File: src/pkg/ctc_pkg.sv
// Constants, types and decode helpers shared by the compact timer compare core.
// Notes on behaviour
// - Period compare hits counter bits nine to seven.
// - Period setting zero lets counter overflow.
// - Mode field decodes compare, undefined, PWM, timer.
// - Compare A match applies hold, low, high, toggle.
// - PWM output function is inactive, active, wave.
// - Requested level equal to level leaves pin.
// - Timer on rising edge restores initial level, except in PWM.
// - Initial level bit sets start or active level.
// - Invert bit inverts pin, unused in timer mode.
// - Swap bit exchanges period and duty compares.
// - Clear select picks compare A or P clear, except in PWM.
// - Clear select low raises both match flags.
// - Clear select high never raises P flag outside PWM.
// - Compare A zero overflows without A flag.
// - In compare mode, of the two matches only compare A moves the pin.
// - On rising edge clears counter, falling keeps it.
// - Pause holds counter and resumes from it.
package ctc_pkg;
   localparam int CTC_CNT_W = 10;
   localparam int CTC_PER_W = 3;
   localparam int CTC_PER_POS = 7;
   localparam int CTC_PINS = 3;
   localparam logic [CTC_CNT_W-1:0] CTC_CNT_MAX = 10'h3ff;
   localparam logic [CTC_CNT_W:0] CTC_FULL_LEN = 11'h400;
   localparam logic [7:0] CTC_ADDR_CTRL1 = 8'h00;
   localparam logic [7:0] CTC_ADDR_CTRL2 = 8'h04;
   localparam logic [7:0] CTC_ADDR_CMPA = 8'h08;
   localparam logic [7:0] CTC_ADDR_CNT = 8'h0c;
   localparam logic [7:0] CTC_ADDR_FLAG = 8'h10;
   localparam logic [7:0] CTC_ADDR_PINEN = 8'h14;
   localparam int CTC_PAUSE_BIT = 7;
   localparam int CTC_ON_BIT = 3;
   localparam int CTC_PER_LSB = 0;
   localparam int CTC_MODE_LSB = 6;
   localparam int CTC_IO_LSB = 4;
   localparam int CTC_OC_BIT = 3;
   localparam int CTC_POL_BIT = 2;
   localparam int CTC_SWAP_BIT = 1;
   localparam int CTC_CLR_BIT = 0;
   localparam int CTC_FLAG_A_BIT = 0;
   localparam int CTC_FLAG_P_BIT = 1;
   localparam logic [7:0] CTC_CTRL_RST = 8'h00;
   localparam logic [CTC_CNT_W-1:0] CTC_CMPA_RST = 10'h000;
   localparam logic [CTC_PINS-1:0] CTC_PINEN_RST = 3'h0;
   typedef enum logic [1:0]
   {
      CTC_MODE_CMP = 2'h0,
      CTC_MODE_UNDEF = 2'h1,
      CTC_MODE_TC = 2'h3,
      CTC_MODE_PWM = 2'h2
   } ctc_mode_t;
   typedef enum logic [1:0]
   {
      CTC_IO_HOLD = 2'h0,
      CTC_IO_LOW = 2'h1,
      CTC_IO_HIGH = 2'h2,
      CTC_IO_TOGGLE = 2'h3
   } ctc_io_t;
   localparam logic [1:0] CTC_PWM_INACT = 2'h0;
   localparam logic [1:0] CTC_PWM_ACT = 2'h1;
   localparam logic [1:0] CTC_PWM_WAVE = 2'h2;

   // True where the output pins are driven by the timer.
   function automatic logic ctc_pin_mode(input ctc_mode_t m);
      return (m == CTC_MODE_CMP) || (m == CTC_MODE_PWM);
   endfunction

   // True when a bus address selects the given register.
   function automatic logic ctc_hit(input logic [7:0] a, input logic [7:0] off);
      return a == off;
   endfunction
endpackage

File: src/pkg/ctc_cmp_if.sv
// Carrier between the timer core and its comparator block.
`timescale 1ns/1ns
interface ctc_cmp_if;
   import ctc_pkg::*;
   logic [CTC_CNT_W-1:0] cnt;
   logic [CTC_PER_W-1:0] per;
   logic [CTC_CNT_W-1:0] cmpa;
   logic a_hit;
   logic p_hit;
   logic ovf;
   modport core (output cnt, output per, output cmpa, input a_hit, input p_hit, input ovf);
   modport cmp (input cnt, input per, input cmpa, output a_hit, output p_hit, output ovf);
endinterface

File: src/hdl/ctc_cmp.sv
// Comparators A and P, judged on the count the next tick would reach.
`timescale 1ns/1ns
module ctc_cmp
   import ctc_pkg::*;
(
   ctc_cmp_if.cmp cif
);
   logic [CTC_CNT_W-1:0] nxt;

   assign nxt = cif.cnt + 10'h001;
   // A zero compare value never matches, so the counter runs to overflow.
   assign cif.a_hit = (cif.cmpa != CTC_CMPA_RST) && (nxt == cif.cmpa);
   // The period bits form the top three bits of the value, with the low seven zero, giving 128-tick steps.
   assign cif.p_hit = (cif.per != 3'h0) && (nxt == {cif.per, 7'h00});
   assign cif.ovf = cif.cnt == CTC_CNT_MAX;
endmodule

File: src/hdl/ctc_top.sv
// Compact timer with compare-match and PWM output control and an APB register slave.
`timescale 1ns/1ns
module ctc_top
   import ctc_pkg::*;
(
   input wire logic pclk,
   input wire logic presetn,
   input wire logic psel,
   input wire logic penable,
   input wire logic pwrite,
   input wire logic [7:0] paddr,
   input wire logic [31:0] pwdata,
   output logic [31:0] prdata,
   output logic pready,
   output logic pslverr,
   input wire logic timer_tick,
   output logic timer_out_pin_zero,
   output logic timer_out_pin_one,
   output logic timer_out_pin_two
);
   logic [7:0] ctrl1_q;
   logic [7:0] timer_control_two_q;
   logic [CTC_CNT_W-1:0] cmpa_q;
   logic [CTC_PINS-1:0] pinen_q;
   logic [CTC_CNT_W-1:0] cnt_q;
   logic [CTC_CNT_W-1:0] cnt_d;
   logic flag_a_q;
   logic flag_p_q;
   logic on_prev_q;
   logic lvl_q;
   logic lvl_d;
   logic [CTC_PINS-1:0] pin_q;
   logic [31:0] prdata_q;
   logic pready_q;
   logic pslverr_q;
   logic acc;
   logic wr_fire;
   logic mapped;
   logic [31:0] rd_val;
   logic timer_on;
   logic counter_pause;
   logic [CTC_PER_W-1:0] period_compare_bits;
   ctc_mode_t mode_field;
   logic [1:0] output_function_field;
   logic output_initial_level;
   logic output_invert;
   logic period_duty_swap;
   logic clear_source_select;
   logic is_pwm;
   logic on_rise;
   logic run;
   logic clear_by_a;
   logic a_evt;
   logic p_evt;
   logic clear_evt;
   logic [CTC_CNT_W:0] per_len;
   logic [CTC_CNT_W:0] duty;

   ctc_cmp_if cif();

   ctc_cmp u_cmp
   (
      .cif(cif)
   );

   assign cif.cnt = cnt_q;
   assign cif.per = period_compare_bits;
   assign cif.cmpa = cmpa_q;

   assign timer_on = ctrl1_q[CTC_ON_BIT];
   assign counter_pause = ctrl1_q[CTC_PAUSE_BIT];
   assign period_compare_bits = ctrl1_q[CTC_PER_LSB +: CTC_PER_W];
   assign mode_field = ctc_mode_t'(timer_control_two_q[CTC_MODE_LSB +: 2]);
   assign output_function_field = timer_control_two_q[CTC_IO_LSB +: 2];
   assign output_initial_level = timer_control_two_q[CTC_OC_BIT];
   assign output_invert = timer_control_two_q[CTC_POL_BIT];
   assign period_duty_swap = timer_control_two_q[CTC_SWAP_BIT];
   assign clear_source_select = timer_control_two_q[CTC_CLR_BIT];
   assign is_pwm = mode_field == CTC_MODE_PWM;

   assign on_rise = timer_on & ~on_prev_q;
   assign run = timer_on & ~counter_pause & timer_tick;
   // The clear select bit has no say in PWM, where the swap bit picks which compare clears.
   assign clear_by_a = is_pwm ? period_duty_swap : clear_source_select;
   assign a_evt = run & cif.a_hit;
   assign p_evt = run & (is_pwm | ~clear_source_select)
      & (cif.p_hit | (cif.ovf & (period_compare_bits == 3'h0)));
   assign clear_evt = run & (clear_by_a ? cif.a_hit : cif.p_hit);
   assign per_len = (period_compare_bits == 3'h0) ? CTC_FULL_LEN
      : {1'b0, period_compare_bits, 7'h00};
   assign duty = period_duty_swap ? per_len : {1'b0, cmpa_q};

   assign acc = psel & penable;
   assign wr_fire = acc & pready_q & pwrite;
   assign mapped = ctc_hit(paddr, CTC_ADDR_CTRL1) | ctc_hit(paddr, CTC_ADDR_CTRL2)
      | ctc_hit(paddr, CTC_ADDR_CMPA) | ctc_hit(paddr, CTC_ADDR_CNT)
      | ctc_hit(paddr, CTC_ADDR_FLAG) | ctc_hit(paddr, CTC_ADDR_PINEN);

   always_comb
   begin
      rd_val = 32'h0000_0000;
      case (paddr)
         CTC_ADDR_CTRL1: rd_val[7:0] = ctrl1_q;
         CTC_ADDR_CTRL2: rd_val[7:0] = timer_control_two_q;
         CTC_ADDR_CMPA: rd_val[CTC_CNT_W-1:0] = cmpa_q;
         CTC_ADDR_CNT: rd_val[CTC_CNT_W-1:0] = cnt_q;
         CTC_ADDR_FLAG:
         begin
            rd_val[CTC_FLAG_A_BIT] = flag_a_q;
            rd_val[CTC_FLAG_P_BIT] = flag_p_q;
         end
         CTC_ADDR_PINEN: rd_val[CTC_PINS-1:0] = pinen_q;
         default: rd_val = 32'h0000_0000;
      endcase
   end

   // One wait state: pready rises in the second access cycle.
   always_ff @(posedge pclk or negedge presetn)
   begin
      if (!presetn)
      begin
         pready_q <= 1'b0;
         prdata_q <= 32'h0000_0000;
         pslverr_q <= 1'b0;
      end
      else
      begin
         pready_q <= acc & ~pready_q;
         if (acc & ~pready_q)
         begin
            prdata_q <= pwrite ? 32'h0000_0000 : rd_val;
            pslverr_q <= ~mapped;
         end
         else
         begin
            prdata_q <= 32'h0000_0000;
            pslverr_q <= 1'b0;
         end
      end
   end

   always_ff @(posedge pclk or negedge presetn)
   begin
      if (!presetn)
      begin
         ctrl1_q <= CTC_CTRL_RST;
         timer_control_two_q <= CTC_CTRL_RST;
         cmpa_q <= CTC_CMPA_RST;
         pinen_q <= CTC_PINEN_RST;
      end
      else if (wr_fire)
      begin
         if (ctc_hit(paddr, CTC_ADDR_CTRL1))
            ctrl1_q <= pwdata[7:0];
         if (ctc_hit(paddr, CTC_ADDR_CTRL2))
            timer_control_two_q <= pwdata[7:0];
         if (ctc_hit(paddr, CTC_ADDR_CMPA))
            cmpa_q <= pwdata[CTC_CNT_W-1:0];
         if (ctc_hit(paddr, CTC_ADDR_PINEN))
            pinen_q <= pwdata[CTC_PINS-1:0];
      end
   end

   // A hit in the same cycle as a write-one-to-clear keeps the flag set.
   always_ff @(posedge pclk or negedge presetn)
   begin
      if (!presetn)
      begin
         flag_a_q <= 1'b0;
         flag_p_q <= 1'b0;
      end
      else
      begin
         flag_a_q <= a_evt | (flag_a_q & ~(wr_fire & ctc_hit(paddr, CTC_ADDR_FLAG)
            & pwdata[CTC_FLAG_A_BIT]));
         flag_p_q <= p_evt | (flag_p_q & ~(wr_fire & ctc_hit(paddr, CTC_ADDR_FLAG)
            & pwdata[CTC_FLAG_P_BIT]));
      end
   end

   always_comb
   begin
      cnt_d = cnt_q;
      if (on_rise)
         cnt_d = '0;
      else if (run)
         cnt_d = clear_evt ? '0 : cnt_q + 10'h001;
   end

   always_ff @(posedge pclk or negedge presetn)
   begin
      if (!presetn)
      begin
         cnt_q <= '0;
         on_prev_q <= 1'b0;
      end
      else
      begin
         cnt_q <= cnt_d;
         on_prev_q <= timer_on;
      end
   end

   always_comb
   begin
      lvl_d = lvl_q;
      if (is_pwm)
      begin
         case (output_function_field)
            CTC_PWM_INACT: lvl_d = ~output_initial_level;
            CTC_PWM_ACT: lvl_d = output_initial_level;
            CTC_PWM_WAVE: lvl_d = ({1'b0, cnt_d} < duty) ? output_initial_level : ~output_initial_level;
            default: lvl_d = lvl_q;
         endcase
      end
      else if (on_rise)
         lvl_d = output_initial_level;
      else if (a_evt && mode_field == CTC_MODE_CMP)
      begin
         // Driving to the level already held leaves the pin as it is.
         case (output_function_field)
            CTC_IO_LOW: lvl_d = 1'b0;
            CTC_IO_HIGH: lvl_d = 1'b1;
            CTC_IO_TOGGLE: lvl_d = ~lvl_q;
            default: lvl_d = lvl_q;
         endcase
      end
   end

   always_ff @(posedge pclk or negedge presetn)
   begin
      if (!presetn)
         lvl_q <= 1'b0;
      else
         lvl_q <= lvl_d;
   end

   genvar gi;
   generate
      for (gi = 0; gi < CTC_PINS; gi++)
      begin : g_pin
         always_ff @(posedge pclk or negedge presetn)
         begin
            if (!presetn)
               pin_q[gi] <= 1'b0;
            else
               pin_q[gi] <= pinen_q[gi] & ctc_pin_mode(mode_field) & (lvl_d ^ output_invert);
         end
      end
   endgenerate

   assign prdata = prdata_q;
   assign pready = pready_q;
   assign pslverr = pslverr_q;
   assign timer_out_pin_zero = pin_q[0];
   assign timer_out_pin_one = pin_q[1];
   assign timer_out_pin_two = pin_q[2];

   a_on_clears_cnt: assert property (@(posedge pclk) disable iff (!presetn)
      on_rise |=> cnt_q == '0)
      else $error("Counter not cleared after timer on rose.");

   a_pause_holds: assert property (@(posedge pclk) disable iff (!presetn)
      (counter_pause && !on_rise) |=> $stable(cnt_q))
      else $error("Counter moved while paused.");

   a_p_flag_blocked: assert property (@(posedge pclk) disable iff (!presetn)
      (!is_pwm && clear_source_select && !flag_p_q) |=> !flag_p_q)
      else $error("P flag raised with compare A clear selected.");

   a_a_flag_sets: assert property (@(posedge pclk) disable iff (!presetn)
      (run && cif.a_hit) |=> flag_a_q)
      else $error("A flag missing after compare A match.");

   a_period_clear: assert property (@(posedge pclk) disable iff (!presetn)
      (run && !on_rise && !clear_by_a && cif.p_hit) |=> cnt_q == '0)
      else $error("Counter not cleared on period match.");

   a_zero_cmpa_ovf: assert property (@(posedge pclk) disable iff (!presetn)
      (run && cnt_q == CTC_CNT_MAX && cmpa_q == '0) |-> !a_evt ##1 cnt_q == '0)
      else $error("Compare A zero misbehaved at overflow.");

   a_toggle_pin: assert property (@(posedge pclk) disable iff (!presetn)
      (a_evt && !on_rise && mode_field == CTC_MODE_CMP && output_function_field == CTC_IO_TOGGLE)
      |=> lvl_q != $past(lvl_q))
      else $error("Output did not toggle on compare A match.");

   a_p_no_pin: assert property (@(posedge pclk) disable iff (!presetn)
      (p_evt && !a_evt && !on_rise && mode_field == CTC_MODE_CMP) |=> $stable(lvl_q))
      else $error("Period match moved the output.");

   a_init_level: assert property (@(posedge pclk) disable iff (!presetn)
      (on_rise && mode_field == CTC_MODE_CMP) |=> lvl_q == $past(output_initial_level))
      else $error("Output not restored to initial level.");

   a_pin_invert: assert property (@(posedge pclk) disable iff (!presetn)
      (pinen_q[0] && ctc_pin_mode(mode_field)) |=> timer_out_pin_zero == (lvl_q ^ $past(output_invert)))
      else $error("Pin polarity wrong.");

   a_tc_pin_low: assert property (@(posedge pclk) disable iff (!presetn)
      (mode_field == CTC_MODE_TC) |=> pin_q == '0)
      else $error("Pins driven in timer mode.");
endmodule

File: config.mk
export PLATFORM = sky130hd
export DESIGN_NAME = ctc_top
export DESIGN_NICKNAME = d
export VERILOG_FILES = /design/src/pkg/ctc_pkg.sv /design/src/pkg/ctc_cmp_if.sv /design/src/hdl/ctc_cmp.sv /design/src/hdl/ctc_top.sv
export SDC_FILE = /design/constraint.sdc
export NUM_CORES = 1
export LEC_CHECK = 0
export ABC_AREA = 1
export BUFFER_PORTS_ARGS = -buffer_cell sky130_fd_sc_hd__buf_2
export CELL_PAD_IN_SITES_DETAIL_PLACEMENT = 2
export CELL_PAD_IN_SITES_GLOBAL_PLACEMENT = 2
export CORE_AREA = 4 4 120 122
export CTS_CLUSTER_DIAMETER = 30
export DETAILED_ROUTE_END_ITERATION = 10
export DIE_AREA = 0 0 124 126
export GPL_ROUTABILITY_DRIVEN = 0
export PLACE_DENSITY_LB_ADDON = 0.1
export SKIP_LAST_GASP = 1
export SLEW_MARGIN = 25
export SYNTH_ARGS = -nofsm -noshare
export SYNTH_HDL_FRONTEND = slang
export SYNTH_SLANG_ARGS = --single-unit
File: constraint.sdc
create_clock -name pclk -period 2.96 [get_ports pclk]
set_input_delay 0.296 -clock pclk [delete_from_list [all_inputs] [get_ports pclk]]
set_output_delay 0.296 -clock pclk [all_outputs]
set_load 0.05 [all_outputs]
==> key figures, run 1 <==
Outcome
  • Status: complete, but fails checks
  • Failing checks: setup timing

Placed design
  • Post-Place Cells: 764
  • PortBufs: 38
  • Worst slack, placed: -0.776 ns
  • HPWL Detailed: 11.7 mm

Routing
  • Vias post-DR: 3714
  • Drt drc: 0
  • Final WL: 15.2 mm
  • Vias per inst: 4.71
  • Routed WL per cell: 19.3 um
  • DRT antenna net count: 0
  • Drt pass-1 iters: 4
  • DRT iter0 DRCs: 143

Finish
  • Final core occ: 38.2%
  • Final cell count without fillers: 788
  • Share of cells above drive strength 1: 33.5%
  • Nets: 664
  • Area Growth Syn to Fin: 43.0%
  • Fillcell total: 1550
  • Ant diodes: 0

Power
  • Leak: 2.42 nW
  • Maximum vdd ir drop: 0.235 mV
  • Pwr per Cell Area: 442 mW/mm2
  • Total power: 0.00223 W

Die
  • Initial core utilization: 26.7%
  • Die area: 0.0156 mm2
  • DIE WIDTH: 124 um
  • Core ar.: 0.0132 mm2
  • # IOs: 83
  • Die Ht: 126 um
  • Std cell rows: 42

Worst setup path
  • CP required: 3.21 ns
  • Crit path capture type: flop
  • Critical path class: reg -> reg
  • Startpoint Class: flop
  • Worst EP arrival: 3.88 ns
  • Worst stage delay on the critical path: 0.46 ns
  • Critical Path Most Common Cell: nand2_2
  • Slowest-stage cell, CP: dfrtp_2
  • Crit path max fanout: 8

GRT
  • Remaining Overflow, GRT: 0
  • Vias in the first global route: 4151
  • Largest net degree at the start of global routing: 25
  • Antenna violations before repair: 0
  • Global-route wire length before repair: 23.1 mm
  • GRT Resource Usage Total: 20.2%

Yosys
  • Post-Synthesis Cell Area: 0.00352 mm2
  • Synthesized area per cell: 7.36 um2
  • Register bit total from synthesis: 58
  • Yosys cell types: 30
  • Sequential area share after synthesis: 41.2%
  • Cells after Synth: 479
  • Ys Warns: 0

Timing
  • Clock period minus worst slack: 3.63 ns
  • F_max: 275 MHz
  • Final max-slew violation count: 0
  • RSZ-0062 raised after global routing: yes
  • TNS Setup: -2.61 ns
  • Hold Vio Cnt, Final: 0
  • Final Skew: 0.00637 ns
  • Final worst slack: -0.672 ns
  • Final setup vio count: 4
  • Worst-Margin Slew: 0.724 ns
  • Period utilization: 123%
  • Max-slew headroom: 51.6%

Clock network
  • Clk slew on worst S/H paths: 0.06 ns
  • CTS tree: done
  • Clock insertion delay at the later pin of the skew report: 0.35 ns
  • Sink Count: 58
  • H-Tree Level Count: 3
  • Root buffer cell: clkbuf_16
  • Max Root-Sink Buffers: 2
  • TritonCTS buffer count: 9

Flow run
  • Max Cap Violations: 0

Worst hold path
  • Hold WC Path Type: in -> reg
[through the flow]
stage                     hold slack (ns)  cell area [um2]
after floorplan                  0.000409             3650
after global placement              0.362             4450
after detailed placement            0.366             4450
after CTS                           0.185             4890
after global routing                0.216             5040
final                               0.200             5040
[flip-flops by register name, summed over array words and instances (netlist names), 3 cells and up]
name,count
cif.cmpa,10
ctrl1_q,8
timer_control_two_q,8
prdata,10
cif.cnt,10
pinen_q,3
[cells in the mapped netlist, drive strengths merged]
| library cell | n | area share [%] |
|---|---|---|
| nand2 | 144 | 16 |
| inv | 59 | 6.3 |
| dfrtp | 58 | 41 |
| o21ai | 46 | 6.5 |
| nor2 | 42 | 4.8 |
| nand3 | 30 | 4.7 |
| buf | 23 | 4.8 |
| a21oi | 19 | 2.7 |
| ha | 11 | 3.9 |
| a211oi | 8 | 1.7 |
| a221oi | 5 | 1.2 |
| clkbuf | 5 | 0.53 |
| nand3b | 5 | 1.1 |
| nor3 | 4 | 0.57 |
| nor4 | 4 | 0.89 |
| o22ai | 4 | 0.71 |
| a2111oi | 2 | 0.50 |
| clkinv | 2 | 0.21 |
| nand4 | 2 | 0.36 |
| a22o | 1 | 0.25 |
| a31oi | 1 | 0.18 |
| conb | 1 | 0.11 |
| o21bai | 1 | 0.21 |
| o221ai | 1 | 0.25 |
| o31ai | 1 | 0.21 |
[path summary, 6_finish.rpt]
path | startpoint | to | slack, ns | cells past startpoint
worst min register to register | ctrl1_q[3]$_DFFE_PN0P_ | on_prev_q$_DFF_PN0_ | 0.45 | 0
worst max-delay path | cif.cnt[0]$_DFF_PN0_ | timer_out_pin_zero$_DFF_PN0_ | -0.67 | 27
worst min-delay path | penable | pready$_DFF_PN0_ | 0.20 | 3
max in group asynchronous | presetn | ctrl1_q[0]$_DFFE_PN0P_ | 1.70 | 3
worst max register to register | cif.cnt[0]$_DFF_PN0_ | timer_out_pin_zero$_DFF_PN0_ | -0.67 | 27
min in group asynchronous | presetn | pready$_DFF_PN0_ | 0.52 | 2
[worst max-delay path: cells and delay by family, from the launching register on]
family          cells  cell delay (ns)
compound gates      3             0.36
fa+ha+maj           2             0.47
buf+inv             3             0.36
flops               1             0.46
simple gates       19             1.87
[logic make-up after synthesis]
kind of cell / Yosys count / synth area share (%)
and+or+nand+nor: 231 / 28.4
AOI/OAI and AO/OA: 89 / 14.5
buffers and inverters: 89 / 11.9
DFF: 58 / 41.2
adders and majority gates: 11 / 3.91
other: 1 / 0.106
[report_power, final]
part | internal, W | total [W] | switching [W]
Combinational | 0.0000930 | 0.000284 | 0.000191
Sequential | 0.000804 | 0.000816 | 0.0000115
Clock | 0.000685 | 0.00113 | 0.000441
[layout make-up]
class	instances	area, um2	area share, %
clock inverter	6	72.6	1.44
inverter	61	241	4.79
sequential	58	1460	28.9
clock buffer	10	239	4.74
tap	176	220	4.37
multi-input combinational	353	1970	39.1
timing repair buffer	124	838	16.6
[routing by layer]
| metal | share of wire (%) | global-route usage (%) | vias up |
|---|---|---|---|
| met4 | 2.3 | 6.96 | 0 |
| met3 | 4.2 | 3.95 | 17 |
| li1 | - | - | 1772 |
| met2 | 51 | 34.6 | 63 |
| met5 | 0 | 0 | - |
| met1 | 42 | 25.0 | 1862 |
[cells in the final DEF, fill, tap and decap left out, drive strengths merged, types with 2 or more instances in the layout]
cell type  instances
clkbuf            10
nor4               4
o21ai             46
ha                11
inv               61
nor2              42
clkinv             4
dfrtp             58
nand3b             5
o22ai              4
a2111oi            2
nor3               4
a221oi             5
nand4              2
nand3             30
buf              123
nand2            144
a211oi             8
a21oi             19
conb              22
[repair_timing]
action	in CTS	in global routing
buffers inserted	4	3
pin swaps	19	13
resized for setup	28	25
hold buffers	1	0
hold endpoints to repair	18	0
setup endpoints to repair	4	4
No activity file was read; power rests on OpenSTA's default activity.
==> run 2: changes to the inputs <==
--- a/config.mk
+++ b/config.mk
@@ -9,14 +9,15 @@
 export BUFFER_PORTS_ARGS = -buffer_cell sky130_fd_sc_hd__buf_2
 export CELL_PAD_IN_SITES_DETAIL_PLACEMENT = 2
 export CELL_PAD_IN_SITES_GLOBAL_PLACEMENT = 2
-export CORE_AREA = 4 4 120 122
+export CORE_AREA = 4 4 122 124
 export CTS_CLUSTER_DIAMETER = 30
 export DETAILED_ROUTE_END_ITERATION = 10
-export DIE_AREA = 0 0 124 126
+export DIE_AREA = 0 0 126 128
 export GPL_ROUTABILITY_DRIVEN = 0
 export PLACE_DENSITY_LB_ADDON = 0.1
 export SKIP_LAST_GASP = 1
 export SLEW_MARGIN = 25
 export SYNTH_ARGS = -nofsm -noshare
 export SYNTH_HDL_FRONTEND = slang
+export SYNTH_HIERARCHICAL = 1
 export SYNTH_SLANG_ARGS = --single-unit
==> key figures, run 2 <==
Clock network
  • Clock insertion delay at the later pin of the skew report: 0.34 ns (about the same)
  • Clk slew on worst S/H paths: 0.05 ns (about the same)
  • CTS tree: done
  • H-Tree Level Count: 3 (unchanged)
  • Root buffer cell: clkbuf_16
  • Max Root-Sink Buffers: 2 (unchanged)
  • Sink Count: 58 (unchanged)
  • TritonCTS buffer count: 9 (unchanged)

Die
  • Die Ht: 128 um (+1.6%)
  • Initial core utilization: 27.4% (+0.65 points)
  • Die area: 0.0161 mm2 (+3.2%)
  • # IOs: 83 (unchanged)
  • DIE WIDTH: 126 um (+1.6%)
  • Core ar.: 0.0138 mm2 (+4.4%)
  • Std cell rows: 43 (+2.4%)

Finish
  • Nets: 678 (+2.1%)
  • Fillcell total: 1632 (+5.3%)
  • Sequential Area: 0.00146 mm2 (+0.17%)
  • Most common cell after layout, fill and taps aside: nand2_1
  • Area Growth Syn to Fin: 36.1%
  • Ant diodes: 0 (unchanged)
  • Area of the multi-input gates: 0.00213 mm2 (+8.1%)
  • Commonest non-fill, non-tap cells in the layout: nand2_1, buf_4, inv_1
  • Share of cells above drive strength 1: 33.1% (-0.43 points)

Yosys
  • Sequential area share after synthesis: 38.5% (-2.7 points)
  • Async SR Flop Fraction: 100% (unchanged)
  • Main synth FF type: dfrtp_1
  • Area contributors post-synth: dfrtp_1, nand2_1, inv_1, buf_4, nor2_1
  • Most common cell in the synthesized netlist: nand2_1
  • Cells after Synth: 499 (+4.2%)
  • Post-Synthesis Cell Area: 0.00377 mm2 (+7.0%)
  • Synthesized area per cell: 7.55 um2 (+2.7%)
  • Ys Warns: 6 (+6)
  • Post-synth EDFFs: 0 (unchanged)
  • Register bit total from synthesis: 58 (unchanged)
  • Area leader, netlist: dfrtp_1
  • Yosys cell types: 41 (+37%)
  • Synth top area share: 38.5% (-2.7 points)
  • Synth cell count leaders: nand2_1, inv_1, dfrtp_1, nor2_1, o21ai_0

Power
  • Sw power: 0.000507 W (-21%)
  • Sequential share of power: 41.4% (+4.7 points)
  • Maximum vdd ir drop: 0.260 mV (+11%)
  • Leak: 2.45 nW (+1.2%)
  • Internal power: 0.00144 W (-8.7%)
  • Pwr per Cell Area: 381 mW/mm2 (-14%)
  • Combinational power share: 9.2% (-3.6 points)
  • Clock power frac: 49.4% (-1.2 points)
  • Switching part of the total power: 26.0% (-2.9 points)

Worst setup path
  • Crit path max fanout: 7 (-1)
  • Crit path capture type: flop
  • CP required: 3.20 ns (about the same)
  • Startpoint Class: flop
  • Critical path class: reg -> reg
  • Worst EP arrival: 3.69 ns (-0.19 ns)

GRT
  • Met2 Use GR: 33.8% (-0.81 points)
  • Top Usage Layer GRT: met2
  • Largest net degree at the start of global routing: 26 (+4.0%)
  • Remaining Overflow, GRT: 0 (unchanged)
  • GRT Resource Usage Total: 18.8% (-1.4 points)
  • Global-route wire length before repair: 23.0 mm (-0.45%)
  • GR Util met3: 2.38% (-1.6 points)
  • Vias in the first global route: 4165 (+0.34%)
  • GR Util met1: 23.2% (-1.7 points)
  • Antenna violations before repair: 0 (unchanged)

Placed design
  • Worst slack, placed: -0.644 ns (+0.131 ns)
  • HPWL Detailed: 11.6 mm (-0.69%)
  • PortBufs: 38 (unchanged)

Routing
  • Drt pass-1 iters: 4 (unchanged)
  • Vias post-DR: 3781 (+1.8%)
  • DRT iter0 DRCs: 138 (-3.5%)
  • DRT antenna net count: 0 (unchanged)
  • Drt drc: 0 (unchanged)
  • Final WL: 14.7 mm (-3.7%)
  • Vias per inst: 4.71 (about the same)
  • Routed WL per cell: 18.3 um (-5.5%)

Outcome
  • Status: complete, but fails checks
  • Failing checks: setup timing

Timing
  • Period utilization: 117% (-5.8 points)
  • Final max-slew violation count: 0 (unchanged)
  • F_max: 289 MHz (+5.0%)
  • Hold Vio Cnt, Final: 0 (unchanged)
  • Final Skew: 0.00686 ns (+0.000495 ns)
  • Worst-Margin Slew: 0.759 ns (+0.0347 ns)
  • Final worst slack: -0.499 ns (+0.173 ns)
  • Clock period minus worst slack: 3.46 ns (-0.173 ns)
  • Max-slew headroom: 49.0% (-2.6 points)
  • RSZ-0062 raised after global routing: yes
  • Final setup vio count: 4 (unchanged)
  • WHS: 0.186 ns (-0.0133 ns)

Flow run
  • Max Cap Violations: 0 (unchanged)

Worst hold path
  • Hold WC Path Type: in -> reg
run 2: changes by cell type in the layout (fill, tap and decap cells not counted), moves of 4 or more:
cell / previous run / this run
nand4_1: 2 / 6
nor2_1: 29 / 35
nand3_2: 6 / 17
xor2_1: 0 / 6
nand2_2: 21 / 13
inv_2: 3 / 10
o21ai_1: 0 / 11
o21ai_0: 45 / 30
buf_4: 85 / 75
run 2: cell type report:
class	count	share of cell area [%]
inverters	69	5.15
flip-flops and latches	58	28.4
repair buffers	116	15.3
clock buffers	14	5.15
well taps	180	4.39
multi-input cells	366	41.6
run 2: worst max-delay path, stage by stage (launching register included):
cell and delay (ns):
dfrtp_2 0.45, buf_4 0.13, buf_4 0.10, nand3_4 0.08
nor2_4 0.12, nand2_1 0.09, nand2_1 0.11, nand3b_1 0.10
nor2_2 0.14, nand3_1 0.10, nor2_1 0.13, inv_1 0.08
nand3_2 0.07, nand3_2 0.10, nand2_4 0.14, nor3_4 0.05
ha_1 0.31, a21oi_1 0.21, o211ai_1 0.14, nor2_1 0.18
nand2_2 0.10, nand2_2 0.09, nand2_2 0.06, nand3_2 0.06
nand3_2 0.06, nand2_2 0.10, nor2_2 0.05
run 2: worst paths after layout:
path / startpoint / to / slack [ns] / cells past startpoint
min reg2reg: pready$_DFF_PN0_ / pready$_DFF_PN0_ / 0.48 / 1
max reg2reg: cif.cnt[0]$_DFF_PN0_ / timer_out_pin_two$_DFF_PN0_ / -0.50 / 26
max in group asynchronous: presetn / cif.cnt[0]$_DFF_PN0_ / 1.73 / 3
min: pwdata[8] / cif.cmpa[8]$_DFFE_PN0P_ / 0.19 / 2
max: cif.cnt[0]$_DFF_PN0_ / timer_out_pin_two$_DFF_PN0_ / -0.50 / 26
min in group asynchronous: presetn / timer_out_pin_two$_DFF_PN0_ / 0.49 / 2
run 2: metrics by stage:
stage,power [W],std cells,utilization (%),TNS [ns],instance area (um2)
floorplan,0.000952,520,-,0,3870
global placement,0.000989,777,33.3,-1.77,4590
detailed placement,0.000993,777,33.3,-2.42,4590
CTS,0.00198,799,36.4,-2.02,5020
global route,0.00202,803,37.2,-3.08,5130
finish,0.00195,803,37.2,-1.95,5130
run 2: power groups by stage:
stage	Combinational [W]	Sequential, W	Clock (W)
after floorplan	0.000126	0.000826	0
after global placement	0.000169	0.000820	0
after detailed placement	0.000172	0.000821	0
after CTS	0.000178	0.000807	0.000994
after global routing	0.000197	0.000808	0.00102
final	0.000180	0.000808	0.000964
run 2: repair_timing:
item                                   in CTS  in global routing
setup endpoints to repair                   4                  4
endpoints found under the hold margin      23                  0
hold buffers                                1                  0
resized for setup                          22                 21
pin swaps                                  18                 20
setup buffers                               7                  4
run 2: cell families (layout without fill, tap and decap cells):
family,after synthesis,count (layout),share of synthesized area (%)
simple gates,250,250,32.2
buf+inv,96,199,12.1
compound gates,73,73,10.9
flops,58,58,38.5
fa+ha+maj,12,12,3.98
xor+xnor,7,7,1.63
mux,2,2,0.598
other cells,1,22,0.0995
run 2: layer usage:
metal	vias to the layer above	part of all wire (%)
met5	-	0
met4	0	1.3
met3	10	3.0
met2	56	52
met1	1893	44
li1	1822	-
